**config.mk**
```make
export PLATFORM = sky130hd
export DESIGN_NAME = core_exception_sequencer
export DESIGN_NICKNAME = d
export VERILOG_FILES = /design/src/inc/exc_seq_pkg.sv /design/src/core/core_exception_sequencer.sv
export SDC_FILE = /design/constraint.sdc
export NUM_CORES = 1
export LEC_CHECK = 0
export BUFFER_PORTS_ARGS = -buffer_cell sky130_fd_sc_hd__buf_2
export CAP_MARGIN = 20
export CORE_MARGIN = 4
export CORE_UTILIZATION = 25
export CTS_CLUSTER_SIZE = 12
export DETAILED_ROUTE_END_ITERATION = 7
export PLACE_DENSITY = 0.46
export SYNTH_ARGS = -nofsm -noshare
export SYNTH_HDL_FRONTEND = slang
export SYNTH_SLANG_ARGS = --single-unit
```
**constraint.sdc**
```tcl
create_clock -name clk_sys_i -period 2.4 [get_ports clk_sys_i]
set_clock_uncertainty 0.1 [all_clocks]
set_input_delay 0 -clock clk_sys_i [delete_from_list [all_inputs] [get_ports clk_sys_i]]
set_output_delay 0 -clock clk_sys_i [all_outputs]
set_load 0.005 [all_outputs]
```
**src/inc/exc_seq_pkg.sv**
```systemverilog
// Constants and types shared by the exception sequencer.
// Assumes a 32-bit core with a single core clock and an active-low asynchronous reset.
// Summary of operation
// - Entry saves state, supervisor mode, vector fetch.
// - Exceptions taken strictly in program order.
// - Older instructions and their faults first.
// - Async precise waits completion and store drain.
// - One at a time; reset/check may preempt.
// - Multiple conditions of one instruction taken sequentially.
// - Faulting address saved; nothing younger completes.
// - Trap and syscall resume at handler's choice.
// - Imprecise FP modes still handled precisely.
// - Maskable interrupts wait next instruction completion; the code takes them when it reaches completion, without cmp_allow_o for it.
// - Idle pipeline takes interrupt once restart known.
// - Reset and check nonmaskable, imprecise, partly recoverable.
// - Every exception reports recoverability in state.
// - Soft or hard reset vectors to 00100.
// - Bus error, check input, parity vector 00200.
package exc_seq_pkg;
  localparam int ADDR_W = 32;
  localparam int MSTATE_W = 32;
  localparam int CAUSE_W = 8;
  // Machine state bit positions.
  localparam int MSTATE_EE_BIT = 15;
  localparam int MSTATE_PR_BIT = 14;
  localparam int MSTATE_CE_BIT = 17;
  localparam int MSTATE_SM_BIT = 16;
  localparam int MSTATE_IR_BIT = 5;
  localparam int MSTATE_DR_BIT = 4;
  localparam int MSTATE_RECOV_BIT = 1;
  localparam logic [MSTATE_W-1:0] MSTATE_RESET = 32'h0000_0000;
  localparam logic [ADDR_W-1:0] PC_RESET = 32'h0000_0000;
  localparam logic [ADDR_W-1:0] VEC_BASE = 32'hfff0_0000;
  localparam logic [ADDR_W-1:0] OFF_RESET = 32'h0000_0100;
  localparam logic [ADDR_W-1:0] OFF_MCHECK = 32'h0000_0200;
  localparam logic [ADDR_W-1:0] OFF_EXT = 32'h0000_0500;
  localparam logic [ADDR_W-1:0] OFF_DEC = 32'h0000_0900;
  localparam logic [ADDR_W-1:0] OFF_CRIT = 32'h0000_0a00;
  localparam logic [ADDR_W-1:0] OFF_MGMT = 32'h0000_1400;
  localparam logic [ADDR_W-1:0] ADDR_STEP = 32'h0000_0004;
  // Kinds of exception, in priority order from highest.
  typedef enum logic [2:0] {
    EXC_NONE, EXC_RESET, EXC_MCHECK, EXC_SYNC, EXC_CRIT, EXC_MGMT, EXC_EXT, EXC_DEC
  } exc_kind_t;
  typedef enum {ST_RUN, ST_DRAIN, ST_HANDLER} seq_state_t;
endpackage

```
**src/core/core_exception_sequencer.sv**
```systemverilog
// Exception recognition and sequencing for the core's completion stage.
// Assumes the completion pipeline reports the oldest instruction in order and
// holds each fault at completion until this block answers with take or complete.
module core_exception_sequencer (
  // Clock and reset.
  input wire logic clk_sys_i,
  input wire logic rst_b_i,
  // Completion stage.
  input wire logic cmp_valid_i,
  input wire logic [exc_seq_pkg::ADDR_W-1:0] cmp_pc_i,
  input wire logic cmp_fault_i,
  input wire logic [exc_seq_pkg::ADDR_W-1:0] cmp_fault_off_i,
  input wire logic cmp_fault_next_i,
  input wire logic [exc_seq_pkg::CAUSE_W-1:0] cmp_cause_i,
  input wire logic older_pending_i,
  input wire logic pipe_empty_i,
  input wire logic store_q_empty_i,
  input wire logic fp_imprecise_mode_i,
  // Asynchronous sources.
  input wire logic soft_reset_i,
  input wire logic hard_reset_i,
  input wire logic bus_tea_i,
  input wire logic mcheck_i,
  input wire logic parity_err_i,
  input wire logic ext_int_i,
  input wire logic system_mgmt_interrupt_i,
  input wire logic dec_int_i,
  input wire logic crit_int_i,
  // Handler return.
  input wire logic handler_return_i,
  input wire logic [exc_seq_pkg::ADDR_W-1:0] return_pc_i,
  // Outputs.
  output logic cmp_allow_o,
  output logic flush_o,
  output logic redirect_o,
  output logic [exc_seq_pkg::ADDR_W-1:0] fetch_pc_o,
  output logic [exc_seq_pkg::ADDR_W-1:0] save_restore_pc_o,
  output logic [exc_seq_pkg::MSTATE_W-1:0] save_restore_status_o,
  output logic [exc_seq_pkg::MSTATE_W-1:0] machine_state_reg_o,
  output logic [exc_seq_pkg::CAUSE_W-1:0] data_fault_cause_reg_o,
  output logic busy_o
);
  import exc_seq_pkg::*;

  seq_state_t state_r, state_nxt;
  logic [ADDR_W-1:0] spc_r, spc_nxt, fetch_r, fetch_nxt;
  logic [MSTATE_W-1:0] sstat_r, sstat_nxt, mstate_r, mstate_nxt;
  logic [CAUSE_W-1:0] cause_r, cause_nxt;
  logic redir_r, redir_nxt, flush_r, flush_nxt, allow_r, allow_nxt;
  logic ext_seen_r, ext_seen_nxt;
  // Busy has its own flop so that the output is not decoded from the state.
  logic busy_r, busy_nxt;

  logic reset_req, mcheck_req, async_req;
  exc_kind_t async_kind, take_kind;
  logic take;

  // Offset from the kind; used for async entry and by the checks below.
  function automatic logic [ADDR_W-1:0] kind_off(input exc_kind_t k);
    unique case (k)
      EXC_RESET: kind_off = OFF_RESET;
      EXC_MCHECK: kind_off = OFF_MCHECK;
      EXC_CRIT: kind_off = OFF_CRIT;
      EXC_MGMT: kind_off = OFF_MGMT;
      EXC_EXT: kind_off = OFF_EXT;
      EXC_DEC: kind_off = OFF_DEC;
      default: kind_off = '0;
    endcase
  endfunction

  // Nonmaskable sources ignore every enable bit.
  assign reset_req = soft_reset_i | hard_reset_i;
  assign mcheck_req = bus_tea_i | mcheck_i | parity_err_i;

  // Maskable sources, fixed priority, highest first.
  always_comb begin
    async_kind = EXC_NONE;
    if (crit_int_i && mstate_r[MSTATE_CE_BIT]) begin
      async_kind = EXC_CRIT;
    end else if (system_mgmt_interrupt_i && mstate_r[MSTATE_EE_BIT]) begin
      async_kind = EXC_MGMT;
    end else if (ext_int_i && mstate_r[MSTATE_EE_BIT]) begin
      async_kind = EXC_EXT;
    end else if (dec_int_i && mstate_r[MSTATE_EE_BIT]) begin
      async_kind = EXC_DEC;
    end
    async_req = (async_kind != EXC_NONE);
  end

  always_comb begin
    state_nxt = state_r;
    spc_nxt = spc_r;
    sstat_nxt = sstat_r;
    mstate_nxt = mstate_r;
    fetch_nxt = fetch_r;
    cause_nxt = cause_r;
    redir_nxt = 1'b0;
    flush_nxt = 1'b0;
    allow_nxt = 1'b0;
    ext_seen_nxt = ext_seen_r;
    take = 1'b0;
    take_kind = EXC_NONE;
    if (reset_req) begin
      take_kind = EXC_RESET;
    end else if (mcheck_req) begin
      take_kind = EXC_MCHECK;
    end else if (state_r != ST_HANDLER && cmp_valid_i && cmp_fault_i && !older_pending_i) begin
      // Only the oldest instruction may fault; imprecise FP modes still land here.
      take_kind = EXC_SYNC;
    end else if (state_r != ST_HANDLER && async_req && store_q_empty_i &&
                 (pipe_empty_i || (ext_seen_r && cmp_valid_i && !older_pending_i))) begin
      take_kind = async_kind;
    end
    take = (take_kind != EXC_NONE);
    if (take) begin
      // Save first, then change the live state.
      sstat_nxt = mstate_r;
      sstat_nxt[MSTATE_RECOV_BIT] = mstate_r[MSTATE_RECOV_BIT] &&
                             take_kind != EXC_RESET && take_kind != EXC_MCHECK;
      if (take_kind == EXC_SYNC) begin
        // Trap and syscall give the next address; faults give their own.
        spc_nxt = cmp_fault_next_i ? cmp_pc_i + ADDR_STEP : cmp_pc_i;
        fetch_nxt = VEC_BASE | cmp_fault_off_i;
        cause_nxt = cmp_cause_i;
      end else begin
        // With the pipe empty the last fetch target is the only restart point known.
        spc_nxt = (cmp_valid_i && !pipe_empty_i) ? cmp_pc_i + ADDR_STEP : fetch_r;
        fetch_nxt = VEC_BASE | kind_off(take_kind);
      end
      // Supervisor mode, translation and EE off until the handler saves; CE is cleared only for critical, reset and check entry.
      mstate_nxt[MSTATE_PR_BIT] = 1'b0;
      mstate_nxt[MSTATE_EE_BIT] = 1'b0;
      mstate_nxt[MSTATE_IR_BIT] = 1'b0;
      mstate_nxt[MSTATE_DR_BIT] = 1'b0;
      mstate_nxt[MSTATE_RECOV_BIT] = 1'b0;
      if (take_kind == EXC_CRIT || take_kind == EXC_RESET || take_kind == EXC_MCHECK) begin
        mstate_nxt[MSTATE_CE_BIT] = 1'b0;
      end
      redir_nxt = 1'b1;
      flush_nxt = 1'b1;
      ext_seen_nxt = 1'b0;
      state_nxt = ST_HANDLER;
    end else begin
      unique case (state_r)
        ST_RUN: begin
          allow_nxt = cmp_valid_i && !cmp_fault_i;
          if (async_req) begin
            // Wait for the next instruction to reach completion and take it there; that instruction gets no cmp_allow_o.
            ext_seen_nxt = 1'b1;
            state_nxt = ST_DRAIN;
          end
        end
        ST_DRAIN: begin
          allow_nxt = cmp_valid_i && !cmp_fault_i;
          if (!async_req) begin
            ext_seen_nxt = 1'b0;
            state_nxt = ST_RUN;
          end
        end
        ST_HANDLER: begin
          allow_nxt = cmp_valid_i && !cmp_fault_i;
          if (handler_return_i) begin
            // Resume after the handler; the next condition is then met anew.
            mstate_nxt = sstat_r;
            fetch_nxt = return_pc_i;
            redir_nxt = 1'b1;
            state_nxt = ST_RUN;
          end
        end
      endcase
    end
    busy_nxt = (state_nxt == ST_HANDLER);
  end

  always_ff @(posedge clk_sys_i or negedge rst_b_i) begin
    if (!rst_b_i) begin
      state_r <= ST_RUN;
      spc_r <= PC_RESET;
      sstat_r <= MSTATE_RESET;
      mstate_r <= MSTATE_RESET;
      busy_r <= 1'b0;
      fetch_r <= PC_RESET;
      cause_r <= '0;
      redir_r <= 1'b0;
      flush_r <= 1'b0;
      allow_r <= 1'b0;
      ext_seen_r <= 1'b0;
    end else begin
      state_r <= state_nxt;
      spc_r <= spc_nxt;
      sstat_r <= sstat_nxt;
      mstate_r <= mstate_nxt;
      busy_r <= busy_nxt;
      fetch_r <= fetch_nxt;
      cause_r <= cause_nxt;
      redir_r <= redir_nxt;
      flush_r <= flush_nxt;
      allow_r <= allow_nxt;
      ext_seen_r <= ext_seen_nxt;
    end
  end

  assign cmp_allow_o = allow_r;
  assign flush_o = flush_r;
  assign redirect_o = redir_r;
  assign fetch_pc_o = fetch_r;
  assign save_restore_pc_o = spc_r;
  assign save_restore_status_o = sstat_r;
  assign machine_state_reg_o = mstate_r;
  assign data_fault_cause_reg_o = cause_r;
  assign busy_o = busy_r;

  // The |=> checks below watch the registered outputs one cycle after each decision; the |-> ones check the decision itself.
  // They are written against the rules, so a wrong priority or save shows up here.

  chk_reset_vector: assert property (@(posedge clk_sys_i) disable iff (!rst_b_i)
    reset_req |=> redirect_o && fetch_pc_o == (VEC_BASE | OFF_RESET))
    else $error("reset did not vector to reset offset");
  chk_mcheck_vector: assert property (@(posedge clk_sys_i) disable iff (!rst_b_i)
    (!reset_req && mcheck_req) |=> redirect_o && fetch_pc_o == (VEC_BASE | OFF_MCHECK))
    else $error("machine check did not vector to its offset");
  chk_entry_saves: assert property (@(posedge clk_sys_i) disable iff (!rst_b_i)
    take |=> save_restore_status_o[MSTATE_EE_BIT] == $past(mstate_r[MSTATE_EE_BIT]) &&
             !machine_state_reg_o[MSTATE_PR_BIT] && flush_o)
    else $error("entry did not save state and enter supervisor");
  chk_fault_addr: assert property (@(posedge clk_sys_i) disable iff (!rst_b_i)
    (take_kind == EXC_SYNC && !cmp_fault_next_i) |=> save_restore_pc_o == $past(cmp_pc_i))
    else $error("fault address not saved");
  chk_trap_next: assert property (@(posedge clk_sys_i) disable iff (!rst_b_i)
    (take_kind == EXC_SYNC && cmp_fault_next_i) |=>
      save_restore_pc_o == $past(cmp_pc_i) + ADDR_STEP)
    else $error("trap restart point wrong");
  chk_one_at_time: assert property (@(posedge clk_sys_i) disable iff (!rst_b_i)
    (busy_o && !reset_req && !mcheck_req) |-> !take)
    else $error("second exception taken inside handler");
  chk_store_drain: assert property (@(posedge clk_sys_i) disable iff (!rst_b_i)
    (take && take_kind >= EXC_CRIT) |-> store_q_empty_i)
    else $error("async exception taken with stores queued");
  chk_program_order: assert property (@(posedge clk_sys_i) disable iff (!rst_b_i)
    (take && !reset_req && !mcheck_req) |-> !older_pending_i || pipe_empty_i)
    else $error("exception taken before older instructions");
  chk_mask_ee: assert property (@(posedge clk_sys_i) disable iff (!rst_b_i)
    (take && (take_kind == EXC_EXT || take_kind == EXC_DEC)) |-> mstate_r[MSTATE_EE_BIT])
    else $error("masked interrupt taken");
  chk_ri_cleared: assert property (@(posedge clk_sys_i) disable iff (!rst_b_i)
    (take && (reset_req || mcheck_req)) |=> !save_restore_status_o[MSTATE_RECOV_BIT])
    else $error("nonmaskable entry reported recoverable");
  chk_ri_live: assert property (@(posedge clk_sys_i) disable iff (!rst_b_i)
    take |=> !machine_state_reg_o[MSTATE_RECOV_BIT])
    else $error("live state still recoverable inside handler");
  chk_return_restore: assert property (@(posedge clk_sys_i) disable iff (!rst_b_i)
    (busy_o && handler_return_i && !reset_req && !mcheck_req) |=>
      redirect_o && fetch_pc_o == $past(return_pc_i) && !busy_o)
    else $error("handler return did not resume");
  chk_cause_latch: assert property (@(posedge clk_sys_i) disable iff (!rst_b_i)
    (take_kind == EXC_SYNC) |=> data_fault_cause_reg_o == $past(cmp_cause_i))
    else $error("fault cause not latched");
  chk_sync_vector: assert property (@(posedge clk_sys_i) disable iff (!rst_b_i)
    (take_kind == EXC_SYNC) |=> fetch_pc_o == (VEC_BASE | $past(cmp_fault_off_i)))
    else $error("fault did not vector to its offset");
  chk_async_vector: assert property (@(posedge clk_sys_i) disable iff (!rst_b_i)
    (take && take_kind >= EXC_CRIT) |=> fetch_pc_o == (VEC_BASE | kind_off($past(take_kind))))
    else $error("interrupt did not vector to its offset");
  // A fault in an imprecise floating-point mode must still be taken at once.
  chk_fp_precise: assert property (@(posedge clk_sys_i) disable iff (!rst_b_i)
    (fp_imprecise_mode_i && cmp_valid_i && cmp_fault_i && !older_pending_i && !busy_o) |-> take)
    else $error("imprecise mode fault not taken precisely");
  chk_mask_mgmt: assert property (@(posedge clk_sys_i) disable iff (!rst_b_i)
    (take && take_kind == EXC_MGMT) |-> mstate_r[MSTATE_EE_BIT])
    else $error("masked management interrupt taken");
  chk_mask_crit: assert property (@(posedge clk_sys_i) disable iff (!rst_b_i)
    (take && take_kind == EXC_CRIT) |-> mstate_r[MSTATE_CE_BIT])
    else $error("masked critical interrupt taken");
  chk_no_complete: assert property (@(posedge clk_sys_i) disable iff (!rst_b_i)
    (cmp_valid_i && cmp_fault_i) |=> !cmp_allow_o)
    else $error("faulting instruction allowed to complete");
  chk_allow_clean: assert property (@(posedge clk_sys_i) disable iff (!rst_b_i)
    (cmp_valid_i && !cmp_fault_i && !take) |=> cmp_allow_o)
    else $error("clean instruction held back");
  chk_save_hold: assert property (@(posedge clk_sys_i) disable iff (!rst_b_i)
    !take |=> $stable(save_restore_pc_o))
    else $error("restart address changed without entry");
  chk_busy_entry: assert property (@(posedge clk_sys_i) disable iff (!rst_b_i)
    take |=> busy_o)
    else $error("entry did not mark the handler busy");
  chk_idle_restart: assert property (@(posedge clk_sys_i) disable iff (!rst_b_i)
    (take && take_kind >= EXC_CRIT && pipe_empty_i) |=>
      save_restore_pc_o == $past(fetch_pc_o))
    else $error("idle interrupt restart address wrong");
  chk_reset_ce: assert property (@(posedge clk_sys_i) disable iff (!rst_b_i)
    (take && reset_req) |=> !machine_state_reg_o[MSTATE_CE_BIT])
    else $error("reset entry left critical interrupts enabled");

  // Main scenarios that the bench should reach.
  cov_reset: cover property (@(posedge clk_sys_i) take_kind == EXC_RESET);
  cov_sync: cover property (@(posedge clk_sys_i) take_kind == EXC_SYNC);
  cov_ext: cover property (@(posedge clk_sys_i) take_kind == EXC_EXT);
  cov_preempt: cover property (@(posedge clk_sys_i) busy_o && take_kind == EXC_MCHECK);
  cov_return: cover property (@(posedge clk_sys_i) busy_o && handler_return_i);
endmodule

```
==> results of run 1 <==
per-stage QoR:
step           worst slack, ps  cells
3_3_place_gp             -74.0   1529
4_1_cts                   1.50   1665
3_5_place_dp              -122   1529
5_1_grt                  -78.9   1672
2_1_floorplan              189    826
6_report                  5.85   1672
logic make-up after synthesis:
logic type	Yosys count	synth area share [%]
simple gates	399	24.0
flops	173	52.6
compound gates	152	12.9
buf+inv	55	3.68
mux	30	4.96
xor+xnor	16	1.70
fa+ha+maj	1	0.152
final cells by class:
type                            count  area, um^2
Multi-Input combinational cell    599        3810
Inverter                            9        38.8
Tap cell                          442         553
Fill cell                        3328       20300
Clock buffer                       21         450
Timing Repair Buffer              420        2970
Sequential cell                   173        4330
Clock inverter                      8        95.1
critical path, stage by stage (launching register included):
cell and delay, ps:
dfrtp_1 410, nor4_4 340, buf_4 170, nand4_1 230, nor4b_4 290, o21bai_2 120
a31oi_4 320, clkbuf_16 220, and2_4 130
sequential cells by signal, indices dropped and copies added, names as in the netlist:
register / cells
flush_o: 1
cmp_allow_o: 1
state_r: 32
fetch_pc_o: 32
data_fault_cause_reg_o: 8
ext_seen_r: 1
redirect_o: 1
machine_state_reg_o: 32
save_restore_pc_o: 32
busy_o: 1
save_restore_status_o: 32
what timing repair did:
| action | 4_1_cts | 5_1_grt |
|---|---|---|
| pin swaps | 3 | 15 |
| cloned | 0 | 4 |
| setup buffers | 5 | 4 |
| endpoints found under the hold margin | 248 | 0 |
| hold buffers | 102 | 0 |
| endpoints found under the setup margin | 47 | 109 |
| resized for setup | 4 | 43 |
per-layer routing:
layer	up-vias	global-route usage, %	part of all wire [%]
met1	3744	21.6	47
met4	0	3.95	1.4
li1	3681	-	-
met2	215	25.2	46
met5	-	0	0
met3	23	3.28	5.0
cells in the mapped netlist, types with 15 or more instances:
library cell / count
buf_2: 17
o21ai_0: 33
a211oi_1: 16
mux2_4: 20
nand2_1: 204
a2bb2oi_1: 15
and2_1: 33
nand3_1: 34
a21oi_1: 26
nor3_1: 29
dfrtp_1: 173
nor2_1: 38
power by group through the flow:
stage | clock network [mW] | logic, mW | registers (mW)
final | 2.73 | 0.664 | 2.99
after global routing | 2.95 | 0.731 | 2.99
after CTS | 2.82 | 0.663 | 2.99
after detailed placement | 0 | 0.521 | 3.05
after global placement | 0 | 0.521 | 3.05
after floorplan | 0 | 0.182 | 3.04
worst max-delay path by stage:
stage / end / from
floorplan: save_restore_pc_o[31]$_DFFE_PN0N_ / state_r[12]$_DFF_PN0_
global route: save_restore_pc_o[31]$_DFFE_PN0N_ / state_r[17]$_DFF_PN0_
CTS: save_restore_pc_o[31]$_DFFE_PN0N_ / state_r[12]$_DFF_PN0_
finish: state_r[22]$_DFF_PN0_ / state_r[7]$_DFF_PN0_
global placement: cmp_allow_o$_DFF_PN0_ / state_r[2]$_DFF_PN0_
detailed placement: cmp_allow_o$_DFF_PN0_ / state_r[2]$_DFF_PN0_
==> impl_metrics.py, run 1 <==
metrics = {
    "clock_tree": {
        "clockRootBuffer": "clkbuf_16",
        "cts_sinks": 173,
        "cts_buffers": 17,
        "ctsLongestPathBuffers": 2,
        "cts_tree": "built",
        "htreeDepth": 4,
        "clk_pin_slew_worst_paths_ps": 70,
        "clk-insertion-delay-late_ps": 440,
    },
    "synth": {
        "ys_ff_latch": 173,
        "synth_top_area_share_pct": 52.6,
        "synth_area_leaders": "dfrtp_1 53%, nand2_1 9.3%, mux2_4 3.6%",
        "ys_warn_count": 0,
        "synth_area_um2": 8230,
        "ys_dominant_reg_cell": "dfrtp_1",
        "synth_cells": 826,
        "async_flop_share_pct": 100,
        "synth_edf_count": 0,
        "ys_types": 71,
        "synth_fp_nets": 950,
        "synth_top_cell_by_area": "dfrtp_1",
        "synth-seq-area-share_pct": 52.6,
        "synth.avg_cell_area_um2": 9.96,
    },
    "timing": {
        "period_needed_ps": 2390,
        "tns_ps": 0,
        "rsz0062_at_grt": "yes",
        "setup_viol": 0,
        "post-route-period-util_pct": 99.8,
        "maxSlewViolCount": 0,
        "hold_slack_ps": 45.5,
        "worst_pin_slew_ps": 751,
        "final_hold_viol_count": 0,
        "max_freq_mhz": 418,
        "relSlewSlack_pct": 49.8,
    },
    "floorplan": {
        "pin_count": 263,
        "initial_core_util_pct": 25.3,
        "die_x_um": 189,
        "die_h_um": 189,
        "core_area_um2": 32500,
        "rows": 66,
        "die_area_um2": 35900,
    },
    "cells_and_area": {
        "final_cell_mix": "248 x buf_2, 204 x nand2_1, 173 x dfrtp_1",
        "final_common_cell": "buf_2",
        "diodes": 0,
        "drive_above_1_share_pct": 35.0,
        "stdcell_area_um2": 12200,
        "area_growth_syn_to_layout_pct": 48.8,
        "final_util_pct": 37.6,
        "nNetsFinal": 1344,
    },
    "drt": {
        "drc": 0,
        "routedWlPerCell_um": 17.4,
        "drt_iter0_drc": 463,
        "dr.pass1.iters": 5,
        "vias": 7663,
        "routed_wl_mm": 29.0,
        "ant_nets": 0,
        "vias_per_cell": 4.58,
    },
    "pwr": {
        "irDropWorstVdd_mv": 0.487,
        "intPower_mw": 4.83,
        "p_sw_share_pct": 24.4,
        "comb_power_share_pct": 10.4,
        "p_sw_mw": 1.55,
        "seqPwrFrac_pct": 46.9,
        "finalPower_mw": 6.38,
        "pwr_density_cell_nw_per_um2": 521,
        "leakage_nw": 6.06,
        "clockPowerShare_pct": 42.7,
    },
    "critical_path": {
        "regToRegSetupSlack_ps": 6,
        "cp_data_arrival_time_ps": 2660,
        "crit_type": "flop to flop",
        "required_ps": 2670,
        "rr_worst_depth": 8,
        "critPathCaptureType": "flop",
        "worstReg2RegEnd": "state_r[22]$_DFF_PN0_",
        "worstSetupStartpointType": "flop",
        "cp_max_fo": 7,
        "timing.rr.start": "state_r[7]$_DFF_PN0_",
    },
    "hold_path": {
        "holdPathEnd": "fetch_pc_o[9]$_DFFE_PN0P_",
        "min_from": "bus_tea_i",
        "hold_path.class": "input port to flop",
        "holdPathStages": 5,
    },
    "placement": {
        "numPortBuffers": 249,
        "dp_hpwl_mm": 20.1,
        "gp_congestion": 0.780,
        "place_area_um2": 10300,
    },
    "flow_run": {
        "drv_cap": 0,
    },
    "global_routing": {
        "antenna_found_initial": 0,
        "grt-ovfl-total": 0,
        "grt_util_all_layers_pct": 15.6,
        "grt_pass1_vias": 7829,
        "grt_pass1_wl_mm": 44.3,
        "grt_start_max_net_pins": 67,
    },
    "run_status": {
        "status": "complete, no violations",
    },
}
(Power assumes the default switching activity.)
==> run 2, diff against run 1 <==
--- a/config.mk
+++ b/config.mk
@@ -5,13 +5,14 @@
 export SDC_FILE = /design/constraint.sdc
 export NUM_CORES = 1
 export LEC_CHECK = 0
+export ABC_AREA = 1
 export BUFFER_PORTS_ARGS = -buffer_cell sky130_fd_sc_hd__buf_2
 export CAP_MARGIN = 20
 export CORE_MARGIN = 4
 export CORE_UTILIZATION = 25
 export CTS_CLUSTER_SIZE = 12
 export DETAILED_ROUTE_END_ITERATION = 7
-export PLACE_DENSITY = 0.46
+export PLACE_DENSITY = 0.45
 export SYNTH_ARGS = -nofsm -noshare
 export SYNTH_HDL_FRONTEND = slang
 export SYNTH_SLANG_ARGS = --single-unit
==> impl_metrics.py, run 2 <==
metrics = {
    "placement": {
        "dp_hpwl_mm": 23.7,
        "place_inst": 1859,
        "post-place-ws_ps": -80.6,
        "numPortBuffers": 249,
        "gp_congestion": 0.911,
    },
    "timing": {
        "rsz0062_at_grt": "yes",
        "max_freq_mhz": 417,
        "setup_viol": 0,
        "worst_pin_slew_ps": 666,
        "final_hold_viol_count": 0,
        "post-route-period-util_pct": 99.8,
        "period_needed_ps": 2400,
        "setup_slack_ps": 4.31,
        "maxSlewViolCount": 0,
        "relSlewSlack_pct": 55.6,
    },
    "floorplan": {
        "initial_core_util_pct": 25.5,
        "pin_count": 263,
        "rows": 70,
        "die_x_um": 202,
        "core_area_um2": 36800,
        "die_area_um2": 40700,
        "die_h_um": 202,
    },
    "synth": {
        "synth_edf_count": 0,
        "synth_top_cell_by_area": "dfrtp_1",
        "async_flop_share_pct": 100,
        "ys_warn_count": 0,
        "post-synth-top-count-cell": "nand2_1",
        "synth_area_leaders": "dfrtp_1 46%, nand2_1 12%, o21ai_0 5.7%",
        "synth_fp_nets": 1270,
        "synth.avg_cell_area_um2": 8.18,
        "synth_commonest_cells": "309 x nand2_1, 173 x dfrtp_1, 107 x inv_1, 107 x o21ai_0, 97 x nor2_1",
        "synth_top_area_share_pct": 46.2,
        "ys_ff_latch": 173,
        "ys_types": 43,
        "ys_dominant_reg_cell": "dfrtp_1",
        "synth_area_um2": 9380,
        "synth_cells": 1146,
        "synth-seq-area-share_pct": 46.2,
    },
    "global_routing": {
        "grt-ovfl-total": 0,
        "grt_pass1_wl_mm": 52.5,
        "grt_util_all_layers_pct": 16.3,
        "grt_pass1_vias": 9400,
        "antenna_found_initial": 3,
        "grt_start_max_net_pins": 72,
    },
    "critical_path": {
        "worstSetupStartpointType": "flop",
        "critPathCaptureType": "flop",
        "cp_slowest_stage_delay_ps": 410,
        "crit_type": "flop to flop",
        "slowest_stage": "dfrtp_1",
        "cp_max_fo": 11,
        "cpLargestDelayFamily": "simple AND/OR/NAND/NOR gates",
        "required_ps": 2630,
        "regToRegSetupSlack_ps": 4,
        "critical_path_buf_inv_count": 4,
        "path_cells": "inv_2, nand2_1, nor2_1, nand2_2, nor2_4, nand2_4, nand3_2, inv_2, nor2_4, nand3_4, nor2_8, buf_6, nand2_8, buf_6, o22a_1",
        "cp_data_arrival_time_ps": 2620,
    },
    "clock_tree": {
        "ctsLongestPathBuffers": 2,
        "clk_pin_slew_worst_paths_ps": 70,
        "cts_sinks": 173,
        "cts_buffers": 17,
        "clk-insertion-delay-late_ps": 440,
        "cts_tree": "built",
        "htreeDepth": 4,
        "clockRootBuffer": "clkbuf_16",
    },
    "drt": {
        "vias": 9113,
        "dr.pass1.iters": 5,
        "wl_met2_mm": 16.6,
        "drt_iter0_drc": 451,
        "routed_wl_mm": 34.6,
        "routedWlPerCell_um": 17.2,
        "dr_wl_met3_mm": 1.91,
        "ant_nets": 0,
        "routed.top_layer": "met5",
        "vias_per_cell": 4.54,
        "wirelength_met1_mm": 15.5,
        "drc": 0,
    },
    "cells_and_area": {
        "layout.area.seq_um2": 4330,
        "num-fill-cells": 3817,
        "multiInputGateArea_um2": 4430,
        "diodes": 0,
        "drive_above_1_share_pct": 33.3,
        "area_growth_syn_to_layout_pct": 45.1,
        "final_util_pct": 37.0,
        "nNetsFinal": 1650,
        "fin_cells": 2007,
        "final_cell_mix": "288 x nand2_1, 248 x buf_2, 173 x dfrtp_1",
        "final_common_cell": "nand2_1",
    },
    "run_status": {
        "status": "complete, no violations",
    },
    "pwr": {
        "leakage_nw": 6.44,
        "pwr_density_cell_nw_per_um2": 472,
        "irDropWorstVdd_mv": 0.489,
        "finalPower_mw": 6.42,
    },
    "flow_run": {
        "drv_cap": 0,
    },
    "hold_path": {
        "hold_path.class": "input port to flop",
    },
}
## run 2: changes by cell type in the layout (fill, tap and decap cells not counted), moves of 19 or more
cell     previous run  this run
nand2_2             0        21
nor3_2              0        30
inv_2               0        19
nor2_1             38        75
o21ai_0            32        85
mux2_4             20         0
o21ai_1             3        43
nand2_1           204       288
a21oi_1            26         5
o21ai_2             0        25
inv_1               7       107
## run 2: final timing paths
path	from	to	cells past startpoint
hold / removal	handler_return_i	machine_state_reg_o[1]$_DFFE_PN0P_	4
min in group asynchronous	rst_b_i	fetch_pc_o[7]$_DFFE_PN0P_	2
setup reg to reg	state_r[13]$_DFF_PN0_	fetch_pc_o[27]$_DFFE_PN0P_	15
max in group asynchronous	rst_b_i	save_restore_pc_o[19]$_DFFE_PN0N_	3
setup / recovery	state_r[13]$_DFF_PN0_	fetch_pc_o[27]$_DFFE_PN0P_	15
hold reg to reg	save_restore_pc_o[10]$_DFFE_PN0N_	save_restore_pc_o[10]$_DFFE_PN0N_	2
## run 2: through the flow
step	setup TNS, ps	instance area [um^2]	hold slack [ps]
3_5_place_dp	-334	11400	-27.5
5_1_grt	-8900	13600	20.0
3_3_place_gp	-407	11400	-23.5
2_1_floorplan	0	9380	-396
4_1_cts	-268	13100	-9.62
6_report	0	13600	7.05
## run 2: cell families after synthesis
kind of cell	Yosys count	share of synthesized area (%)
and+or+nand+nor	537	26.5
AOI/OAI and AO/OA	222	15.8
buffers and inverters	189	9.17
DFF	173	46.2
xor gates and xnor gates	24	2.24
adders and majority gates	1	0.133
## run 2: cell type report
type	count	area share [%]
inverter	131	3.83
clock inverter	13	0.800
tap	468	4.30
timing repair buffer	419	23.3
sequential	173	31.8
multi-input combinational	784	32.6
clock buffer	19	3.33
## run 2: where the power goes
group | switching [mW] | total (mW) | internal, mW
Sequential | 0.0292 | 2.98 | 2.95
Combinational | 0.377 | 0.693 | 0.315
Clock | 1.34 | 2.74 | 1.41
## run 2: timing repair
item | in CTS | in global routing
resized for setup | 23 | 91
cloned | 1 | 9
endpoints found under the hold margin | 217 | 2
buffers inserted | 2 | 6
endpoints found under the setup margin | 38 | 160
hold buffers | 97 | 1
pin swaps | 3 | 17
## run 2: metal layers
metal  GRT usage, %  vias to the layer above
met5              0                        -
met4           4.35                        6
met3           4.08                       35
met2           27.2                      249
met1           21.0                     4338
li1               -                     4485
## run 2: worst register-to-register path: cells and delay by family, from the launching register on
family	cells	cell delay (ps)
AOI/OAI and AO/OA	1	200
buffers and inverters	4	480
DFF	1	410
and+or+nand+nor	10	1080
==> run 3, diff against run 2 <==
--- a/config.mk
+++ b/config.mk
@@ -12,7 +12,7 @@
 export CORE_UTILIZATION = 25
 export CTS_CLUSTER_SIZE = 12
 export DETAILED_ROUTE_END_ITERATION = 7
-export PLACE_DENSITY = 0.45
+export PLACE_DENSITY = 0.43
 export SYNTH_ARGS = -nofsm -noshare
 export SYNTH_HDL_FRONTEND = slang
 export SYNTH_SLANG_ARGS = --single-unit
==> constraint.sdc (replaced) <==
create_clock -name clk_sys_i -period 2.7 [get_ports clk_sys_i]
set_clock_uncertainty 0.1 [all_clocks]
set_input_delay 0 -clock clk_sys_i [delete_from_list [all_inputs] [get_ports clk_sys_i]]
set_output_delay 0 -clock clk_sys_i [all_outputs]
set_load 0.005 [all_outputs]
==> impl_metrics.py, run 3 (synthesis gave the netlist of run 2 again) <==
metrics = {
    "pwr": {
        "leakage_nw": 6.12,
        "finalPower_mw": 5.79,
        "pwr_density_cell_nw_per_um2": 451,
        "irDropWorstVdd_mv": 0.438,
    },
    "global_routing": {
        "antenna_found_initial": 5,
        "top_usage_layer": "met2",
        "grt-ovfl-total": 0,
        "grt_pass1_vias": 8864,
        "grt_pass1_wl_mm": 51.7,
        "met3_usage_pct": 3.88,
        "gr-usage-met2_pct": 26.1,
        "gr-usage-met1_pct": 21.4,
        "grt_util_all_layers_pct": 16.1,
        "grt_start_max_net_pins": 79,
    },
    "critical_path": {
        "timing.rr.start": "machine_state_reg_o[17]$_DFFE_PN0P_",
        "required_ps": 2920,
        "critPathCaptureType": "flop",
        "cp_data_arrival_time_ps": 2710,
        "worstSetupStartpointType": "flop",
        "worstReg2RegEnd": "fetch_pc_o[14]$_DFFE_PN0P_",
        "crit_type": "flop to flop",
        "endpoint": "fetch_pc_o[14]$_DFFE_PN0P_",
        "regToRegSetupSlack_ps": 210,
        "startpoint": "machine_state_reg_o[17]$_DFFE_PN0P_",
        "cp_max_fo": 37,
        "rr_worst_depth": 15,
    },
    "cells_and_area": {
        "final_common_cell": "nand2_1",
        "area_growth_syn_to_layout_pct": 36.9,
        "final_cell_mix": "309 x nand2_1, 248 x buf_2, 172 x dfrtp_1",
        "fin_cells": 1968,
        "drive_above_1_share_pct": 27.8,
        "multiInputGateArea_um2": 4200,
        "final_util_pct": 34.9,
        "num-fill-cells": 3860,
        "layout.area.seq_um2": 4330,
        "nNetsFinal": 1609,
        "stdcell_area_um2": 12800,
    },
    "timing": {
        "setup_viol": 0,
        "tns_ps": 0,
        "rsz0062_at_grt": "no",
        "post-route-period-util_pct": 92.2,
        "maxSlewViolCount": 0,
        "max_freq_mhz": 402,
        "worst_pin_slew_ps": 730,
        "relSlewSlack_pct": 51.3,
        "period_needed_ps": 2490,
        "final_hold_viol_count": 0,
    },
    "clock_tree": {
        "cts_tree": "built",
        "cts_setup_buffers": 0,
        "ctsLongestPathBuffers": 2,
        "cts_sinks": 173,
        "cts_buffers": 17,
        "clk_pin_slew_worst_paths_ps": 70,
        "clk-insertion-delay-late_ps": 450,
        "clockRootBuffer": "clkbuf_16",
        "htreeDepth": 4,
    },
    "floorplan": {
        "die_x_um": 202,
        "initial_core_util_pct": 25.5,
        "pin_count": 263,
        "die_h_um": 202,
        "die_area_um2": 40700,
        "core_area_um2": 36800,
        "rows": 70,
    },
    "drt": {
        "drt_iter0_drc": 465,
        "routedWlPerCell_um": 16.8,
        "vias": 8905,
        "drc": 0,
        "ant_nets": 0,
        "routed_wl_mm": 33.1,
        "dr.pass1.iters": 4,
        "vias_per_cell": 4.52,
    },
    "placement": {
        "place_area_um2": 11200,
        "gp_congestion": 0.915,
        "place_inst": 1836,
        "numPortBuffers": 249,
        "dp_hpwl_mm": 23.7,
    },
    "flow_run": {
        "drv_cap": 0,
    },
    "run_status": {
        "status": "complete, no violations",
    },
    "hold_path": {
        "hold_path.class": "input port to flop",
    },
}
-- run 3: worst max-delay path, cell delays in order (launching register included) --
cell	delay [ps]
dfrtp_2	420
nand2_1	110
nand2_1	80
inv_1	100
o21ai_4	90
inv_2	70
nor2_4	120
nand2_1	70
nor2_1	110
nand3_2	180
inv_4	150
nor2_8	60
buf_12	150
buf_16	170
a22oi_1	250
o21ai_0	110
-- run 3: worst min path at each step --
stage	startpoint	endpoint	slack, ps	cells past startpoint
detailed placement	rst_b_i	fetch_pc_o[3]$_DFFE_PN0P_	-5	1
CTS	ext_int_i	state_r[31]$_DFF_PN0_	2	6
global route	ext_int_i	state_r[31]$_DFF_PN0_	40	6
global placement	rst_b_i	fetch_pc_o[3]$_DFFE_PN0P_	6	1
floorplan	rst_b_i	busy_o$_DFF_PN0_	-400	0
finish	ext_int_i	state_r[31]$_DFF_PN0_	20	6
-- run 3: area by class of cell --
class	count	share of cell area, %
sequential	173	33.7
multi-input combinational	784	32.7
timing repair buffer	378	20.5
tap	468	4.56
inverter	131	3.91
clock buffer	17	3.31
clock inverter	15	1.27
antenna	2	0.0390
-- run 3: per-stage QoR --
stage / worst slack [ps] / hold WS (ps)
floorplan: 502 / -396
global placement: 104 / 6.06
detailed placement: 89.0 / -5.26
CTS: 66.0 / 1.55
global route: 9.53 / 38.6
finish: 211 / 16.5
-- run 3: repair_timing --
action                                  CTS  global route
endpoints found under the setup margin    0            86
hold buffers                             97             0
hold endpoints to repair                146             0
resized for setup                         0            16
-- run 3: layer usage --
layer,up-vias,routed length [um],share of wire (%)
met3,38,1740,5.2
li1,4407,-,-
met2,232,15600,47
met4,8,688,2.1
met5,-,47,0.14
met1,4220,15000,45
-- run 3: power breakdown --
part | leakage (nW) | total [mW] | internal [mW] | switching (mW)
logic | 3.56 | 0.589 | 0.263 | 0.326
clock network | 0.292 | 2.55 | 1.32 | 1.23
registers | 2.26 | 2.65 | 2.62 | 0.0229
